===== config.mk =====
export PLATFORM = sky130hd
export DESIGN_NAME = core_power_state_control
export DESIGN_NICKNAME = d
export VERILOG_FILES = /design/src/rtl/pwr_seq_pkg.sv /design/src/rtl/core_power_state_control.sv
export VERILOG_INCLUDE_DIRS = /design/src /design/src/rtl
export SDC_FILE = /design/constraint.sdc
export NUM_CORES = 1
export LEC_CHECK = 0
export BUFFER_PORTS_ARGS = -buffer_cell sky130_fd_sc_hd__buf_4
export CAP_MARGIN = 20
export CORE_ASPECT_RATIO = 0.75
export CORE_UTILIZATION = 58
export CTS_BUF_LIST = sky130_fd_sc_hd__clkbuf_16
export CTS_CLUSTER_SIZE = 30
export DETAILED_ROUTE_END_ITERATION = 12
export PLACE_DENSITY = 0.88
export SLEW_MARGIN = 15
export SYNTH_ARGS = -nofsm -noshare
export SYNTH_HDL_FRONTEND = slang
export SYNTH_SLANG_ARGS = --single-unit

===== constraint.sdc =====
create_clock -name aclk -period 2.75 [get_ports aclk]
set_input_delay 0.275 -clock aclk [delete_from_list [all_inputs] [get_ports aclk]]
set_output_delay 0.275 -clock aclk [all_outputs]
set_load 0.005 [all_outputs]

===== src/rtl/pwr_seq_map.svh =====
// Offsets, fields, reset values and timing counts of the power sequencer
// Assumes inclusion by bare name from rtl/
`ifndef PWR_SEQ_MAP_SVH
`define PWR_SEQ_MAP_SVH

// Register byte offsets
`define OFS_IMPL_CFG   12'h000
`define OFS_WAIT_EN    12'h004
`define OFS_STATUS     12'h008
`define OFS_TB_LO      12'h00c
`define OFS_TB_HI      12'h010
`define OFS_DEC        12'h014
`define OFS_DEC_CTRL   12'h018
// Fields of impl_config_register
`define CFG_DOZE       0
`define CFG_NAP        1
`define CFG_SLEEP      2
`define CFG_SEL_TBCLK  3
`define CFG_WIDTH      4
// Fields of decrementer control
`define DEC_IEN        0
`define DEC_FLAG       1
// Reset values
`define RST_IMPL_CFG   4'h0
`define RST_WAIT_EN    1'b0
// Flush countdown loaded once the bus is idle; buffer flush lasts this count plus one cycle before halting
`define FLUSH_CYCLES   4'h4
// AXI responses
`define RESP_OKAY      2'b00
`define RESP_SLVERR    2'b10

`endif


===== src/rtl/pwr_seq_pkg.sv =====
// Types for the core power-state sequencer
// Assumes the map header sits beside it
package pwr_seq_pkg;
	typedef enum logic [2:0] {
		st_active,
		st_drain,
		st_flush,
		st_halted,
		st_stopped
	} pstate_type;

	typedef struct packed {
		pstate_type  st;
		logic [3:0]  cnt;
		logic        halt_s1, halt_s2, stop_s1, stop_s2;
		logic        tbdis_s1, tbdis_s2, tbclk_s1, tbclk_s2, tbclk_s3;
		logic        bus_idle_s1, bus_idle_s2;
		logic [3:0]  cfg;
		logic        wait_en;
		logic [63:0] tb;
		logic [31:0] dec;
		logic        dec_ien, dec_flag;
		logic        halted, stopped, doze, nap, sleep, wakeup, tbint;
		logic        exec_en, bus_req_en, flush_req, clk_en_fu, clk_en_idle;
		logic        awready, wready, bvalid, arready, rvalid;
		logic [31:0] rdata;
		logic [1:0]  bresp, rresp;
		logic        aw_held, w_held;
		logic [11:0] awaddr;
		logic [31:0] wdata;
		logic [3:0]  wstrb;
	} state_type;
endpackage


===== src/rtl/core_power_state_control.sv =====
// Power-state sequencer of a processor core, with its AXI4-Lite registers
// Assumes request pins are asynchronous and the bus runs on aclk
//
// What this block does
// - Reset enters active state, all clocks on
// - Active state gates idle unit clocks automatically
// - Halted suspends execution, bus, most clocks
// - Halted status output high while halted
// - Drain bus and flush buffers before halting
// - Power-down gates all but time base
// - Stop only via halted; then assert stopped
// - Timer disable input freezes the time base
// - Frozen time base cannot wake the core
// - Time base may run from external clock
// - Mode indicators follow bits only when enabled
//
// Local design decisions: the AXI4-Lite slave port and the placing of the registers.
`timescale 1ns/100ps
`include "pwr_seq_map.svh"

module core_power_state_control (
	input  wire logic        aclk,        // Core clock, 100 MHz
	input  wire logic        aresetn,     // Synchronous reset, active low
	input  wire logic        halt_req,    // Halt request pin
	input  wire logic        stop_req,    // Stop request pin
	input  wire logic        tb_disable,  // Time base freeze pin
	input  wire logic        tb_ext_clk,  // External time base tick pin
	input  wire logic        bus_idle,    // No bus transaction outstanding
	input  wire logic        unit_busy,   // Execution units have work
	input  wire logic [11:0] s_axi_awaddr,  // Write address
	input  wire logic        s_axi_awvalid, // Write address valid
	output logic             s_axi_awready, // Write address ready
	input  wire logic [31:0] s_axi_wdata,   // Write data
	input  wire logic [3:0]  s_axi_wstrb,   // Write byte enables
	input  wire logic        s_axi_wvalid,  // Write data valid
	output logic             s_axi_wready,  // Write data ready
	output logic [1:0]       s_axi_bresp,   // Write response
	output logic             s_axi_bvalid,  // Write response valid
	input  wire logic        s_axi_bready,  // Write response ready
	input  wire logic [11:0] s_axi_araddr,  // Read address
	input  wire logic        s_axi_arvalid, // Read address valid
	output logic             s_axi_arready, // Read address ready
	output logic [31:0]      s_axi_rdata,   // Read data
	output logic [1:0]       s_axi_rresp,   // Read response
	output logic             s_axi_rvalid,  // Read data valid
	input  wire logic        s_axi_rready,  // Read data ready
	output logic             halted,      // Core is halted
	output logic             stopped,     // Core is powered down
	output logic             doze,        // Doze mode indicator
	output logic             nap,         // Nap mode indicator
	output logic             sleep,       // Sleep mode indicator
	output logic             wakeup,      // Wake request to clock control
	output logic             tb_int,      // Timer interrupt status
	output logic             exec_en,     // Instruction execution allowed
	output logic             bus_req_en,  // New bus requests allowed
	output logic             flush_req,   // Flush store and push buffers
	output logic             clk_en_fu,   // Functional unit clock enable
	output logic             clk_en_idle  // Clock enable of idle units
);

	pwr_seq_pkg::state_type s_q, s_d;

	// Next state of everything in the block
	always_comb begin
		logic        tb_tick;
		logic        tb_run;
		logic        aw_now, w_now, ar_now;
		logic [11:0] wa;
		logic [31:0] wd;
		logic [3:0]  ws;
		logic [31:0] rd;
		tb_tick = 1'b0;
		tb_run  = 1'b0;
		aw_now  = 1'b0;
		w_now   = 1'b0;
		ar_now  = 1'b0;
		wa      = 12'h000;
		wd      = 32'h0000_0000;
		ws      = 4'h0;
		rd      = 32'h0000_0000;
		s_d     = s_q;

		// Two-flop synchronisers for pins
		s_d.halt_s1     = halt_req;
		s_d.halt_s2     = s_q.halt_s1;
		s_d.stop_s1     = stop_req;
		s_d.stop_s2     = s_q.stop_s1;
		s_d.tbdis_s1    = tb_disable;
		s_d.tbdis_s2    = s_q.tbdis_s1;
		s_d.tbclk_s1    = tb_ext_clk;
		s_d.tbclk_s2    = s_q.tbclk_s1;
		s_d.tbclk_s3    = s_q.tbclk_s2;
		s_d.bus_idle_s1 = bus_idle;
		s_d.bus_idle_s2 = s_q.bus_idle_s1;

		// Power state machine
		unique case (s_q.st)
			pwr_seq_pkg::st_active: begin
				if (s_q.halt_s2) begin
					s_d.st = pwr_seq_pkg::st_drain;
				end
			end
			pwr_seq_pkg::st_drain: begin
				if (!s_q.halt_s2) begin
					s_d.st = pwr_seq_pkg::st_active;
				end else if (s_q.bus_idle_s2) begin
					s_d.st  = pwr_seq_pkg::st_flush;
					s_d.cnt = `FLUSH_CYCLES;
				end
			end
			pwr_seq_pkg::st_flush: begin
				if (s_q.cnt == 4'h0) begin
					s_d.st = pwr_seq_pkg::st_halted;
				end else begin
					s_d.cnt = s_q.cnt - 4'h1;
				end
			end
			pwr_seq_pkg::st_halted: begin
				if (s_q.stop_s2) begin
					s_d.st = pwr_seq_pkg::st_stopped;
				end else if (!s_q.halt_s2) begin
					s_d.st = pwr_seq_pkg::st_active;
				end
			end
			pwr_seq_pkg::st_stopped: begin
				if (!s_q.stop_s2) begin
					s_d.st = s_q.halt_s2 ? pwr_seq_pkg::st_halted
					                     : pwr_seq_pkg::st_active;
				end
			end
		endcase

		s_d.halted     = (s_d.st == pwr_seq_pkg::st_halted);
		s_d.stopped    = (s_d.st == pwr_seq_pkg::st_stopped);
		s_d.exec_en    = (s_d.st == pwr_seq_pkg::st_active);
		s_d.bus_req_en = (s_d.st == pwr_seq_pkg::st_active);
		s_d.flush_req  = (s_d.st == pwr_seq_pkg::st_flush);
		s_d.clk_en_fu  = !(s_d.halted || s_d.stopped);
		s_d.clk_en_idle = s_d.clk_en_fu && unit_busy;

		tb_tick = s_q.cfg[`CFG_SEL_TBCLK] ? (s_q.tbclk_s2 && !s_q.tbclk_s3)
		                                  : 1'b1;
		tb_run = tb_tick && !s_q.tbdis_s2;
		if (tb_run) begin
			s_d.tb = s_q.tb + 64'h1;
			if (s_q.dec != 32'h0000_0000) begin
				s_d.dec = s_q.dec - 32'h1;
				if (s_q.dec == 32'h0000_0001) begin
					s_d.dec_flag = 1'b1;
				end
			end
		end

		// AXI write channels, taken in either order
		aw_now = s_axi_awvalid && s_q.awready;
		w_now  = s_axi_wvalid && s_q.wready;
		if (aw_now) begin
			s_d.aw_held = 1'b1;
			s_d.awaddr  = s_axi_awaddr;
			s_d.awready = 1'b0;
		end
		if (w_now) begin
			s_d.w_held = 1'b1;
			s_d.wdata  = s_axi_wdata;
			s_d.wstrb  = s_axi_wstrb;
			s_d.wready = 1'b0;
		end
		wa = aw_now ? s_axi_awaddr : s_q.awaddr;
		wd = w_now ? s_axi_wdata : s_q.wdata;
		ws = w_now ? s_axi_wstrb : s_q.wstrb;
		if ((aw_now || s_q.aw_held) && (w_now || s_q.w_held) &&
		    !s_q.bvalid) begin
			s_d.aw_held = 1'b0;
			s_d.w_held  = 1'b0;
			s_d.bvalid  = 1'b1;
			s_d.bresp   = `RESP_OKAY;
			unique case (wa & 12'hffc)
				`OFS_IMPL_CFG: begin
					if (ws[0]) begin
						s_d.cfg = wd[`CFG_WIDTH-1:0];
					end
				end
				`OFS_WAIT_EN: begin
					if (ws[0]) begin
						s_d.wait_en = wd[0];
					end
				end
				`OFS_DEC: begin
					if (ws == 4'hf) begin
						s_d.dec = wd;
					end
				end
				`OFS_DEC_CTRL: begin
					if (ws[0]) begin
						s_d.dec_ien = wd[`DEC_IEN];
						// Write one clears, a new expiry wins
						if (wd[`DEC_FLAG] && !(tb_run &&
						    s_q.dec == 32'h0000_0001)) begin
							s_d.dec_flag = 1'b0;
						end
					end
				end
				`OFS_STATUS, `OFS_TB_LO, `OFS_TB_HI: begin
					s_d.bresp = `RESP_OKAY;
				end
				default: begin
					s_d.bresp = `RESP_SLVERR;
				end
			endcase
		end
		if (s_q.bvalid && s_axi_bready) begin
			s_d.bvalid  = 1'b0;
			s_d.awready = 1'b1;
			s_d.wready  = 1'b1;
		end

		// AXI read channel
		ar_now = s_axi_arvalid && s_q.arready;
		unique case (s_axi_araddr & 12'hffc)
			`OFS_IMPL_CFG: rd = {28'h0, s_q.cfg};
			`OFS_WAIT_EN:  rd = {31'h0, s_q.wait_en};
			`OFS_STATUS:   rd = {27'h0, s_q.st == pwr_seq_pkg::st_active,
			                     s_q.tbdis_s2, s_q.stop_s2,
			                     s_q.stopped, s_q.halted};
			`OFS_TB_LO:    rd = s_q.tb[31:0];
			`OFS_TB_HI:    rd = s_q.tb[63:32];
			`OFS_DEC:      rd = s_q.dec;
			`OFS_DEC_CTRL: rd = {30'h0, s_q.dec_flag, s_q.dec_ien};
			default:       rd = 32'h0000_0000;
		endcase
		if (ar_now) begin
			s_d.arready = 1'b0;
			s_d.rvalid  = 1'b1;
			s_d.rdata   = rd;
			s_d.rresp   = ((s_axi_araddr & 12'hffc) > `OFS_DEC_CTRL)
			              ? `RESP_SLVERR : `RESP_OKAY;
		end
		if (s_q.rvalid && s_axi_rready) begin
			s_d.rvalid  = 1'b0;
			s_d.arready = 1'b1;
		end

		s_d.doze  = s_d.wait_en && s_d.cfg[`CFG_DOZE];
		s_d.nap   = s_d.wait_en && s_d.cfg[`CFG_NAP];
		s_d.sleep = s_d.wait_en && s_d.cfg[`CFG_SLEEP];
		s_d.tbint = s_d.dec_flag && s_d.dec_ien;
		s_d.wakeup = s_d.tbint && !s_q.tbdis_s2 &&
		             (s_q.cfg[`CFG_SEL_TBCLK] ||
		              s_q.st != pwr_seq_pkg::st_stopped) &&
		             (s_q.halted || s_q.stopped);
	end

	// Register the whole state; reset enters active
	always_ff @(posedge aclk) begin
		if (!aresetn) begin
			s_q             <= '0;
			s_q.st          <= pwr_seq_pkg::st_active;
			s_q.cfg         <= `RST_IMPL_CFG;
			s_q.wait_en     <= `RST_WAIT_EN;
			s_q.exec_en     <= 1'b1;
			s_q.bus_req_en  <= 1'b1;
			s_q.clk_en_fu   <= 1'b1;
			s_q.clk_en_idle <= 1'b1;
			s_q.awready     <= 1'b1;
			s_q.wready      <= 1'b1;
			s_q.arready     <= 1'b1;
		end else begin
			s_q <= s_d;
		end
	end

	assign s_axi_awready = s_q.awready;
	assign s_axi_wready  = s_q.wready;
	assign s_axi_bresp   = s_q.bresp;
	assign s_axi_bvalid  = s_q.bvalid;
	assign s_axi_arready = s_q.arready;
	assign s_axi_rdata   = s_q.rdata;
	assign s_axi_rresp   = s_q.rresp;
	assign s_axi_rvalid  = s_q.rvalid;
	assign halted        = s_q.halted;
	assign stopped       = s_q.stopped;
	assign doze          = s_q.doze;
	assign nap           = s_q.nap;
	assign sleep         = s_q.sleep;
	assign wakeup        = s_q.wakeup;
	assign tb_int        = s_q.tbint;
	assign exec_en       = s_q.exec_en;
	assign bus_req_en    = s_q.bus_req_en;
	assign flush_req     = s_q.flush_req;
	assign clk_en_fu     = s_q.clk_en_fu;
	assign clk_en_idle   = s_q.clk_en_idle;

endmodule // core_power_state_control


==> results.md, run 1 <==
- Internal: 6158 uW
- Power per cell area: 787.4 nW/um2
- Synth Area in Adders: 0.006111
- Largest register FFs: 163
- Pin count of the biggest net entering global routing: 65
- Top achievable clock speed: 390.6 MHz
- Detailed Route WL: 27160 um
- DIE HEIGHT: 117.1 um
- Combinational share of power: 0.298
- Synth top area cells: dfxtp_1 (43%), nand2_1 (5.5%), a21oi_1 (4.4%)
- P&R area growth vs syn: 15.71%
- Max IR drop VDD: 0.6473 mV
- Iteration-0 DRC Markers: 1210
- Post-DRT Antenna Nets: 0
- Via count: 9333
- Compound-Gate Fraction of Synth Area: 0.1315
- Final period utilization: 0.9310
- Max cap viols: 0
- Worst-Margin Slew: 0.8552 ns
- Largest family of logic cells by synthesized area: simple AND/OR/NAND/NOR gates
- Seq/Total Area, Yosys: 0.4283
- Slew HR: 0.4293
- CP max FO: 8
- Vias in the first global route: 8545
- Simple-gate portion of the synthesized area: 0.2502
- FF+latch count, synth: 219
- Multiplexer share of the synthesized area: 0.04730
- CTS clk-pin slew, worst paths: 0.06 ns
- H-Tree Depth: 1
- DR WL/cell: 17.56 um
- Final setup fails: 0
- GP Congestion: 0.9213
- CTS buffer count: 21
- Layout Skew: 0.01643 ns
- Top cell type's share of synthesized area: 0.4283
- First drt pass iteration count: 7
- Setup TNS: 0 ns
- Full die area: 18190 um2
- Req. time, crit path: 3.18 ns
- DRC viols: 0
- IO Count: 126
- RSZ-0062 raised after global routing: false
- Startpoint types: register
- GRT Resource Usage Total: 0.2974
- Main synth FF type: dfxtp_1
- Most frequent cells in the layout: dfxtp_1 (219), nand2_1 (150), buf_4 (148)
- Layout cell share with drive strength beyond 1: 0.1701
- Vias per cell: 6.033
- Outcome: finished clean
- Placeable Area: 17030 um2
- Initial Util: 0.6011
- Netlist Area Pre-Place: 10240 um2
- Die Wd: 155.4 um
- CTS tree: built
- # Post-CTS Setup Buffers: 0
- Mapped Cells: 1223
- CP Capture Type: register
- Clock latency on the worst-skew pair: 0.51 ns
- Worst flop-to-flop path startpoint: s_q[137]
- Critical Path Start: s_q[137]
- Sw Pwr: 3169 uW
- Hold Startpoint: stop_req
- First-pass GRT wire length: 43210 um
- Ant diodes: 0
- Sw Ratio: 0.3398
- Overflow left after global routing: 0
- Worst Hold Class: in -> reg
- Crit path to: s_q[199]
- # clock sinks: 219
- P_leak: 0.004816 uW
- Flop-to-flop setup slack: 0.19 ns
- Final net count: 1375
- Reg2reg end: s_q[199]
- Clk root buf: clkbuf_16
- Reg2reg path depth: 8
- Critical path data arrival time: 2.99 ns
- Biggest register: s_q
- Commonest non-fill, non-tap cell in the layout: dfxtp_1
- Reg power frac: 0.411
- Crit path kind: reg -> reg
- EDFF count, synth: 0
- Port bufs: 119
- Fin area: 11850 um2
- Yosys top cell by area: dfxtp_1
- Num rows: 41
- Fin. max-slew vios: 0
- Syn avg cell area: 8.371 um2
- XOR/XNOR Fraction of Synth Area: 0.06502
- Clk buf depth: 3
- Area post-placement: 11170 um2
- YS warnings: 0
- Clock power share: 0.291
- Final Critical Period: 2.560 ns
- Initial antenna violation count: 0
- Synth cell types: 60
- Final Hold Violating Endpoints: 0
- HPWL Detailed: 18870 um
- Ys async rst share: 0
-- routing by layer --
layer  GRT usage  routed length, um
met5           0                  0
met4     0.08431                541
met3     0.05228               2546
met2      0.4762              12170
met1      0.4147              11910
-- layout make-up --
cell class / instances / area [um2]
Inverter: 51 / 192.7
Sequential cell: 219 / 4384
Multi-Input combinational cell: 849 / 5131
Clock inverter: 16 / 105.1
Clock buffer: 21 / 525.5
Timing Repair Buffer: 155 / 1211
Fill cell: 1284 / 5186
Tap cell: 236 / 295.3
-- cell usage after synthesis (30+ instances only) --
cell / n
xnor2_1: 46
inv_1: 51
clkbuf_1: 56
o21ai_0: 49
nor2_1: 99
buf_4: 37
nand3_1: 36
dfxtp_1: 219
a21oi_1: 91
xor2_1: 30
nor3_1: 38
and2_1: 41
nand2_1: 150
-- worst max-delay path: stages (launching register included) --
cell and delay (ns):
dfxtp_1 0.40, ha_1 0.20, nand2_1 0.08, a211oi_1 0.23, buf_4 0.16, nand4_1 0.23, or4_1 0.68, or3_1 0.35
a21oi_1 0.15
-- per-stage QoR --
| step | utilization | cells | hold WS [ns] | worst slack [ns] | total power (uW) |
|---|---|---|---|---|---|
| 2_1_floorplan | - | 1224 | 0.3754 | 0.4802 | 5637 |
| 3_3_place_gp | 0.6561 | 1506 | 0.4192 | 0.3639 | 6487 |
| 3_5_place_dp | 0.6561 | 1506 | 0.4254 | 0.2648 | 6514 |
| 4_1_cts | 0.6955 | 1547 | 0.006125 | 0.2275 | 9263 |
| 5_1_grt | 0.6955 | 1547 | 0.003358 | 0.04748 | 9755 |
| 6_report | 0.6955 | 1547 | 0.0005204 | 0.1897 | 9327 |
-- power by group through the flow --
| stage | combinational [uW] | clock, uW | sequential [uW] |
|---|---|---|---|
| floorplan | 1900 | 0 | 3740 |
| global placement | 2620 | 0 | 3870 |
| detailed placement | 2640 | 0 | 3880 |
| CTS | 2710 | 2740 | 3810 |
| global route | 3010 | 2890 | 3850 |
| finish | 2780 | 2710 | 3830 |
-- cells by family (layout without fill, tap and decap cells) --
logic type,count (synthesis),after routing
AND/OR/NAND/NOR,506,506
flip-flops,219,219
AO/OA/AOI/OAI,215,215
buffers and inverters,156,243
XOR/XNOR,76,76
multiplexers,45,45
adder cells (fa/ha/maj),5,5
other,1,2
-- how the worst min path moves through the flow --
stage               slack, ns            end  depth (start not counted)
floorplan                0.38  s_axi_awready                          1
global placement         0.42       s_q[215]                          1
finish                 0.0005       s_d[213]                          2
detailed placement       0.43       s_q[206]                          1
CTS                     0.006  s_axi_awready                          2
global route            0.003       s_d[215]                          2
-- timing repair --
action                    in CTS  in global routing
hold endpoints to repair       4                  0
gates resized for setup        0                  0
hold buffers                   4                  0
Note: power is estimated with default switching activity, not from simulation.
==> inputs of run 2 (changes only) <==
--- a/config.mk
+++ b/config.mk
@@ -8,8 +8,9 @@
 export LEC_CHECK = 0
 export BUFFER_PORTS_ARGS = -buffer_cell sky130_fd_sc_hd__buf_4
 export CAP_MARGIN = 20
-export CORE_ASPECT_RATIO = 0.75
-export CORE_UTILIZATION = 58
+export CELL_PAD_IN_SITES_DETAIL_PLACEMENT = 1
+export CELL_PAD_IN_SITES_GLOBAL_PLACEMENT = 2
+export CORE_UTILIZATION = 35
 export CTS_BUF_LIST = sky130_fd_sc_hd__clkbuf_16
 export CTS_CLUSTER_SIZE = 30
 export DETAILED_ROUTE_END_ITERATION = 12
==> results.md, run 2 (synthesized netlist as in run 1, its figures left out) <==
- Layout cell share with drive strength beyond 1: 0.1802
- Req. time, crit path: 3.19 ns
- First-pass GRT wire length: 50170 um
- Max IR drop VDD: 0.6102 mV
- Initial Util: 0.3567
- Hold Crit Depth: 3
- Sw Ratio: 0.3296
- Final Critical Period: 2.571 ns
- Final period utilization: 0.9350
- Ant diodes: 0
- Max cap viols: 0
- Final setup fails: 0
- Slew HR: 0.4372
- Biggest register: s_q
- Detailed Route WL: 30750 um
- Clock power share: 0.334
- Iteration-0 DRC Markers: 725
- Overflow left after global routing: 0
- Num rows: 62
- CTS clk-pin slew, worst paths: 0.06 ns
- # clock sinks: 219
- Sw Pwr: 3303 uW
- Worst Hold Class: in -> reg
- Port bufs: 119
- Final Hold Violating Endpoints: 0
- # Post-CTS Setup Buffers: 0
- HPWL Detailed: 22050 um
- Combinational share of power: 0.281
- Reg2reg end: s_q[195]
- Critical path data arrival time: 3.01 ns
- IO Count: 126
- Reg power frac: 0.385
- Top achievable clock speed: 388.9 MHz
- Die Wd: 173.0 um
- Full die area: 29940 um2
- Initial antenna violation count: 0
- CP max FO: 9
- Startpoint types: register
- Via count: 9102
- Crit path kind: reg -> reg
- Reg2reg path depth: 6
- Internal: 6719 uW
- Pin count of the biggest net entering global routing: 65
- P&R area growth vs syn: 20.37%
- Clk buf depth: 3
- GP Congestion: 0.8170
- Hold Startpoint: s_axi_awaddr[10]
- CTS buffer count: 25
- CP Capture Type: register
- Fin util: 0.4293
- P_leak: 0.004953 uW
- DIE HEIGHT: 173.0 um
- Clk root buf: clkbuf_16
- Flop-to-flop setup slack: 0.18 ns
- RSZ-0062 raised after global routing: false
- Commonest non-fill, non-tap cell in the layout: dfxtp_1
- Vias per cell: 5.304
- Power consumption: 10020 uW
- Worst flop-to-flop path startpoint: s_q[161]
- First drt pass iteration count: 6
- GRT Resource Usage Total: 0.2044
- Worst-Margin Slew: 0.8433 ns
- Final net count: 1393
- DRC viols: 0
- Fin. max-slew vios: 0
- Outcome: finished clean
- Placeable Area: 28700 um2
- Power per cell area: 813.3 nW/um2
- CTS tree: built
- Min Hold Slack: 0.02612 ns
- Setup TNS: 0 ns
- Layout Skew: 0.01718 ns
- Hold Path End: s_q[46]
- Largest register FFs: 163
- Vias in the first global route: 9422
- Clock latency on the worst-skew pair: 0.52 ns
- Post-DRT Antenna Nets: 0
- Most frequent cells in the layout: dfxtp_1 (219), buf_4 (159), nand2_1 (150)
- H-Tree Depth: 1
- DR WL/cell: 17.92 um
-- run 2: cell count changes in the layout (fill, tap and decap cells not counted), sizes merged --
cell	previous run	this run
dlygate4sd3	4	8
clkbuf	21	25
clkinv	11	12
inv	55	52
bufinv	1	4
buf	151	161
clkinvlp	0	2
-- run 2: power groups by stage --
stage	registers (uW)	clock network [uW]	logic, uW
after detailed placement	3930	0	2760
after CTS	3860	3440	2810
after floorplan	3740	0	1900
after global routing	3890	3570	3100
after global placement	3920	0	2690
final	3860	3350	2810
-- run 2: what timing repair did --
action                                 CTS  global route
gates resized for setup                  0             1
endpoints found under the hold margin    8             0
setup endpoints to repair                0             2
hold buffers                             8             0
-- run 2: worst max-delay path, cell delays in order, from the launching register on --
cell and delay [ns]:
dfxtp_1 0.45, and4_4 0.28, nand3_4 0.13, or3_1 0.55
or4_4 0.57, or3_1 0.34, a21oi_1 0.17
-- run 2: how the worst max path moves through the flow --
stage,from,endpoint,slack [ns]
global placement,s_q[161],s_q[189],0.27
global route,s_q[137],s_q[195],0.07
CTS,s_q[137],s_q[187],0.14
floorplan,s_q[161],s_q[191],0.48
detailed placement,s_q[137],s_q[187],0.17
finish,s_q[161],s_q[195],0.18
-- run 2: layer usage --
| layer | GRT usage | share of wire |
|---|---|---|
| met5 | 0 | 0 |
| met4 | 0.06342 | 0.026 |
| met3 | 0.02682 | 0.044 |
| met2 | 0.3616 | 0.49 |
| met1 | 0.2568 | 0.44 |
-- run 2: layout make-up --
type	instances	area (um2)
clock buffers	25	625.6
repair buffers	169	1314
multi-input cells	849	5135
fillers	3438	16380
clock inverters	19	191.4
flip-flops and latches	219	4384
inverters	51	192.7
well taps	384	480.5
-- run 2: per-stage QoR --
step                      std cells  worst slack [ns]  area [um2]
final                          1716            0.1788       12320
after CTS                      1716            0.1356       12320
after global placement         1664            0.2680       11420
after floorplan                1224            0.4802       10240
after detailed placement       1664            0.1692       11420
after global routing           1716           0.07324       12320
==> inputs of run 3 (changes only) <==
--- a/config.mk
+++ b/config.mk
@@ -11,7 +11,6 @@
 export CELL_PAD_IN_SITES_DETAIL_PLACEMENT = 1
 export CELL_PAD_IN_SITES_GLOBAL_PLACEMENT = 2
 export CORE_UTILIZATION = 35
-export CTS_BUF_LIST = sky130_fd_sc_hd__clkbuf_16
 export CTS_CLUSTER_SIZE = 30
 export DETAILED_ROUTE_END_ITERATION = 12
 export PLACE_DENSITY = 0.88
==> results.md, run 3 (synthesized netlist as in run 1, its figures left out) <==
- Outcome: finished clean
- Biggest register: s_q
- Slowest CP cell: or4_4
- Crit path kind: reg -> reg
- Area post-placement: 11420 um2
- Final period utilization: 0.9354
- HPWL Detailed: 22050 um
- Final worst slack: 0.1776 ns
- Full die area: 29940 um2
- Sw Ratio: 0.3250
- Final Critical Period: 2.572 ns
- Num rows: 62
- Layout cell share with drive strength beyond 1: 0.1839
- Crit path cell chain: and4_4 -> nand3_4 -> or3_1 -> or4_4 -> or3_1 -> a21oi_1
- Req. time, crit path: 3.19 ns
- Layout Skew: 0.02264 ns
- Min Hold Slack: 0.02615 ns
- Slew HR: 0.4242
- DRC viols: 0
- Reg2reg end: s_q[195]
- Commonest non-fill, non-tap cell in the layout: dfxtp_1
- Worst-Margin Slew: 0.8628 ns
- Final net count: 1393
- Initial Util: 0.3567
- DIE HEIGHT: 173.0 um
- Startpoint types: register
- # clock sinks: 219
- P_leak: 0.004973 uW
- CTS buffer count: 25
- FILL cells: 3434
- CTS clk-pin slew, worst paths: 0.06 ns
- Setup TNS: 0 ns
- First drt pass iteration count: 6
- DR WL/cell: 17.93 um
- Hold Startpoint: s_axi_awaddr[10]
- Post-DRT Antenna Nets: 0
- Flop-to-flop setup slack: 0.18 ns
- RSZ-0062 raised after global routing: false
- Vias in the first global route: 9422
- Register area: 4384 um2
- Placeable Area: 28700 um2
- GRT Resource Usage Total: 0.2049
- Fin area: 12370 um2
- GP Congestion: 0.8170
- Combinational share of power: 0.276
- P&R area growth vs syn: 20.86%
- Critical path data arrival time: 3.02 ns
- Top achievable clock speed: 388.7 MHz
- Overflow left after global routing: 0
- Hold Crit Depth: 3
- Internal: 6867 uW
- Final Hold Violating Endpoints: 0
- Reg power frac: 0.380
- H-Tree Depth: 1
- Initial antenna violation count: 0
- Sw Pwr: 3307 uW
- Ant diodes: 0
- First-pass GRT wire length: 50140 um
- Post-place setup slack: 0.1692 ns
- Clock latency on the worst-skew pair: 0.53 ns
- Max IR drop VDD: 0.5779 mV
- Worst flop-to-flop path startpoint: s_q[161]
- Fin. max-slew vios: 0
- Most frequent cells in the layout: dfxtp_1 (219), buf_4 (159), nand2_1 (150)
- Power per cell area: 822.3 nW/um2
- Clk root buf: clkbuf_16
- Largest register FFs: 163
- Via count: 9094
- Die Wd: 173.0 um
- Reg2reg path depth: 6
- CP Capture Type: register
- Hold Path End: s_q[46]
- CP most frequent cell: or3_1
- Multi-input gate area: 5135 um2
- CP max stage delay: 0.57 ns
- CTS tree: built
- Pin count of the biggest net entering global routing: 65
- Clock power share: 0.344
- CP max FO: 9
- IO Count: 126
- Port bufs: 119
- Final setup fails: 0
- Vias per cell: 5.300
- Iteration-0 DRC Markers: 695
- Detailed Route WL: 30770 um
- Worst Hold Class: in -> reg
- # Post-CTS Setup Buffers: 0
- Clk buf depth: 3
- Max cap viols: 0
-- run 3: worst max path at each step --
stage                        startpoint        to  cells after the start
after floorplan                s_q[161]  s_q[191]                      8
after global placement         s_q[161]  s_q[189]                      6
after detailed placement       s_q[137]  s_q[187]                      8
after CTS                      s_q[137]  s_q[187]                      8
after global routing      s_axi_awready  s_q[111]                      8
final                          s_q[161]  s_q[195]                      6
-- run 3: power by group through the flow --
stage / Sequential (uW) / Combinational, uW / Clock [uW]
3_5_place_dp: 3930 / 2760 / 0
5_1_grt: 3900 / 3100 / 3710
3_3_place_gp: 3920 / 2690 / 0
6_report: 3860 / 2810 / 3500
2_1_floorplan: 3740 / 1900 / 0
4_1_cts: 3860 / 2800 / 3600
-- run 3: critical path, delay by kind of cell, from the launching register on --
family,cells,cell delay [ns]
AOI/OAI and AO/OA,1,0.17
DFF,1,0.45
and+or+nand+nor,5,1.87
-- run 3: timing repair --
| item | CTS | global route |
|---|---|---|
| gates resized for setup | 0 | 1 |
| setup endpoints to repair | 0 | 3 |
| endpoints found under the hold margin | 8 | 0 |
| hold buffers | 8 | 0 |
-- run 3: routing by layer --
| metal | vias to the layer above | track usage | routed length (um) |
|---|---|---|---|
| li1 | 4436 | - | - |
| met1 | 4399 | 0.2595 | 13840 |
| met2 | 200 | 0.3582 | 14820 |
| met3 | 59 | 0.02309 | 1154 |
| met4 | 0 | 0.07412 | 950 |
| met5 | - | 0 | 0 |
-- run 3: layout make-up --
| type | instances | area share |
|---|---|---|
| clock buffers | 32 | 0.05673 |
| clock inverters | 12 | 0.01335 |
| inverters | 51 | 0.01557 |
| multi-input cells | 849 | 0.4150 |
| flip-flops and latches | 219 | 0.3543 |
| well taps | 384 | 0.03883 |
| repair buffers | 169 | 0.1062 |
-- run 3: metrics by stage --
stage            util  power (uW)  instances
6_report       0.4311       10170       1716
5_1_grt        0.4311       10710       1716
4_1_cts        0.4310       10250       1716
3_5_place_dp   0.3980        6688       1664
3_3_place_gp   0.3980        6607       1664
2_1_floorplan       -        5637       1224
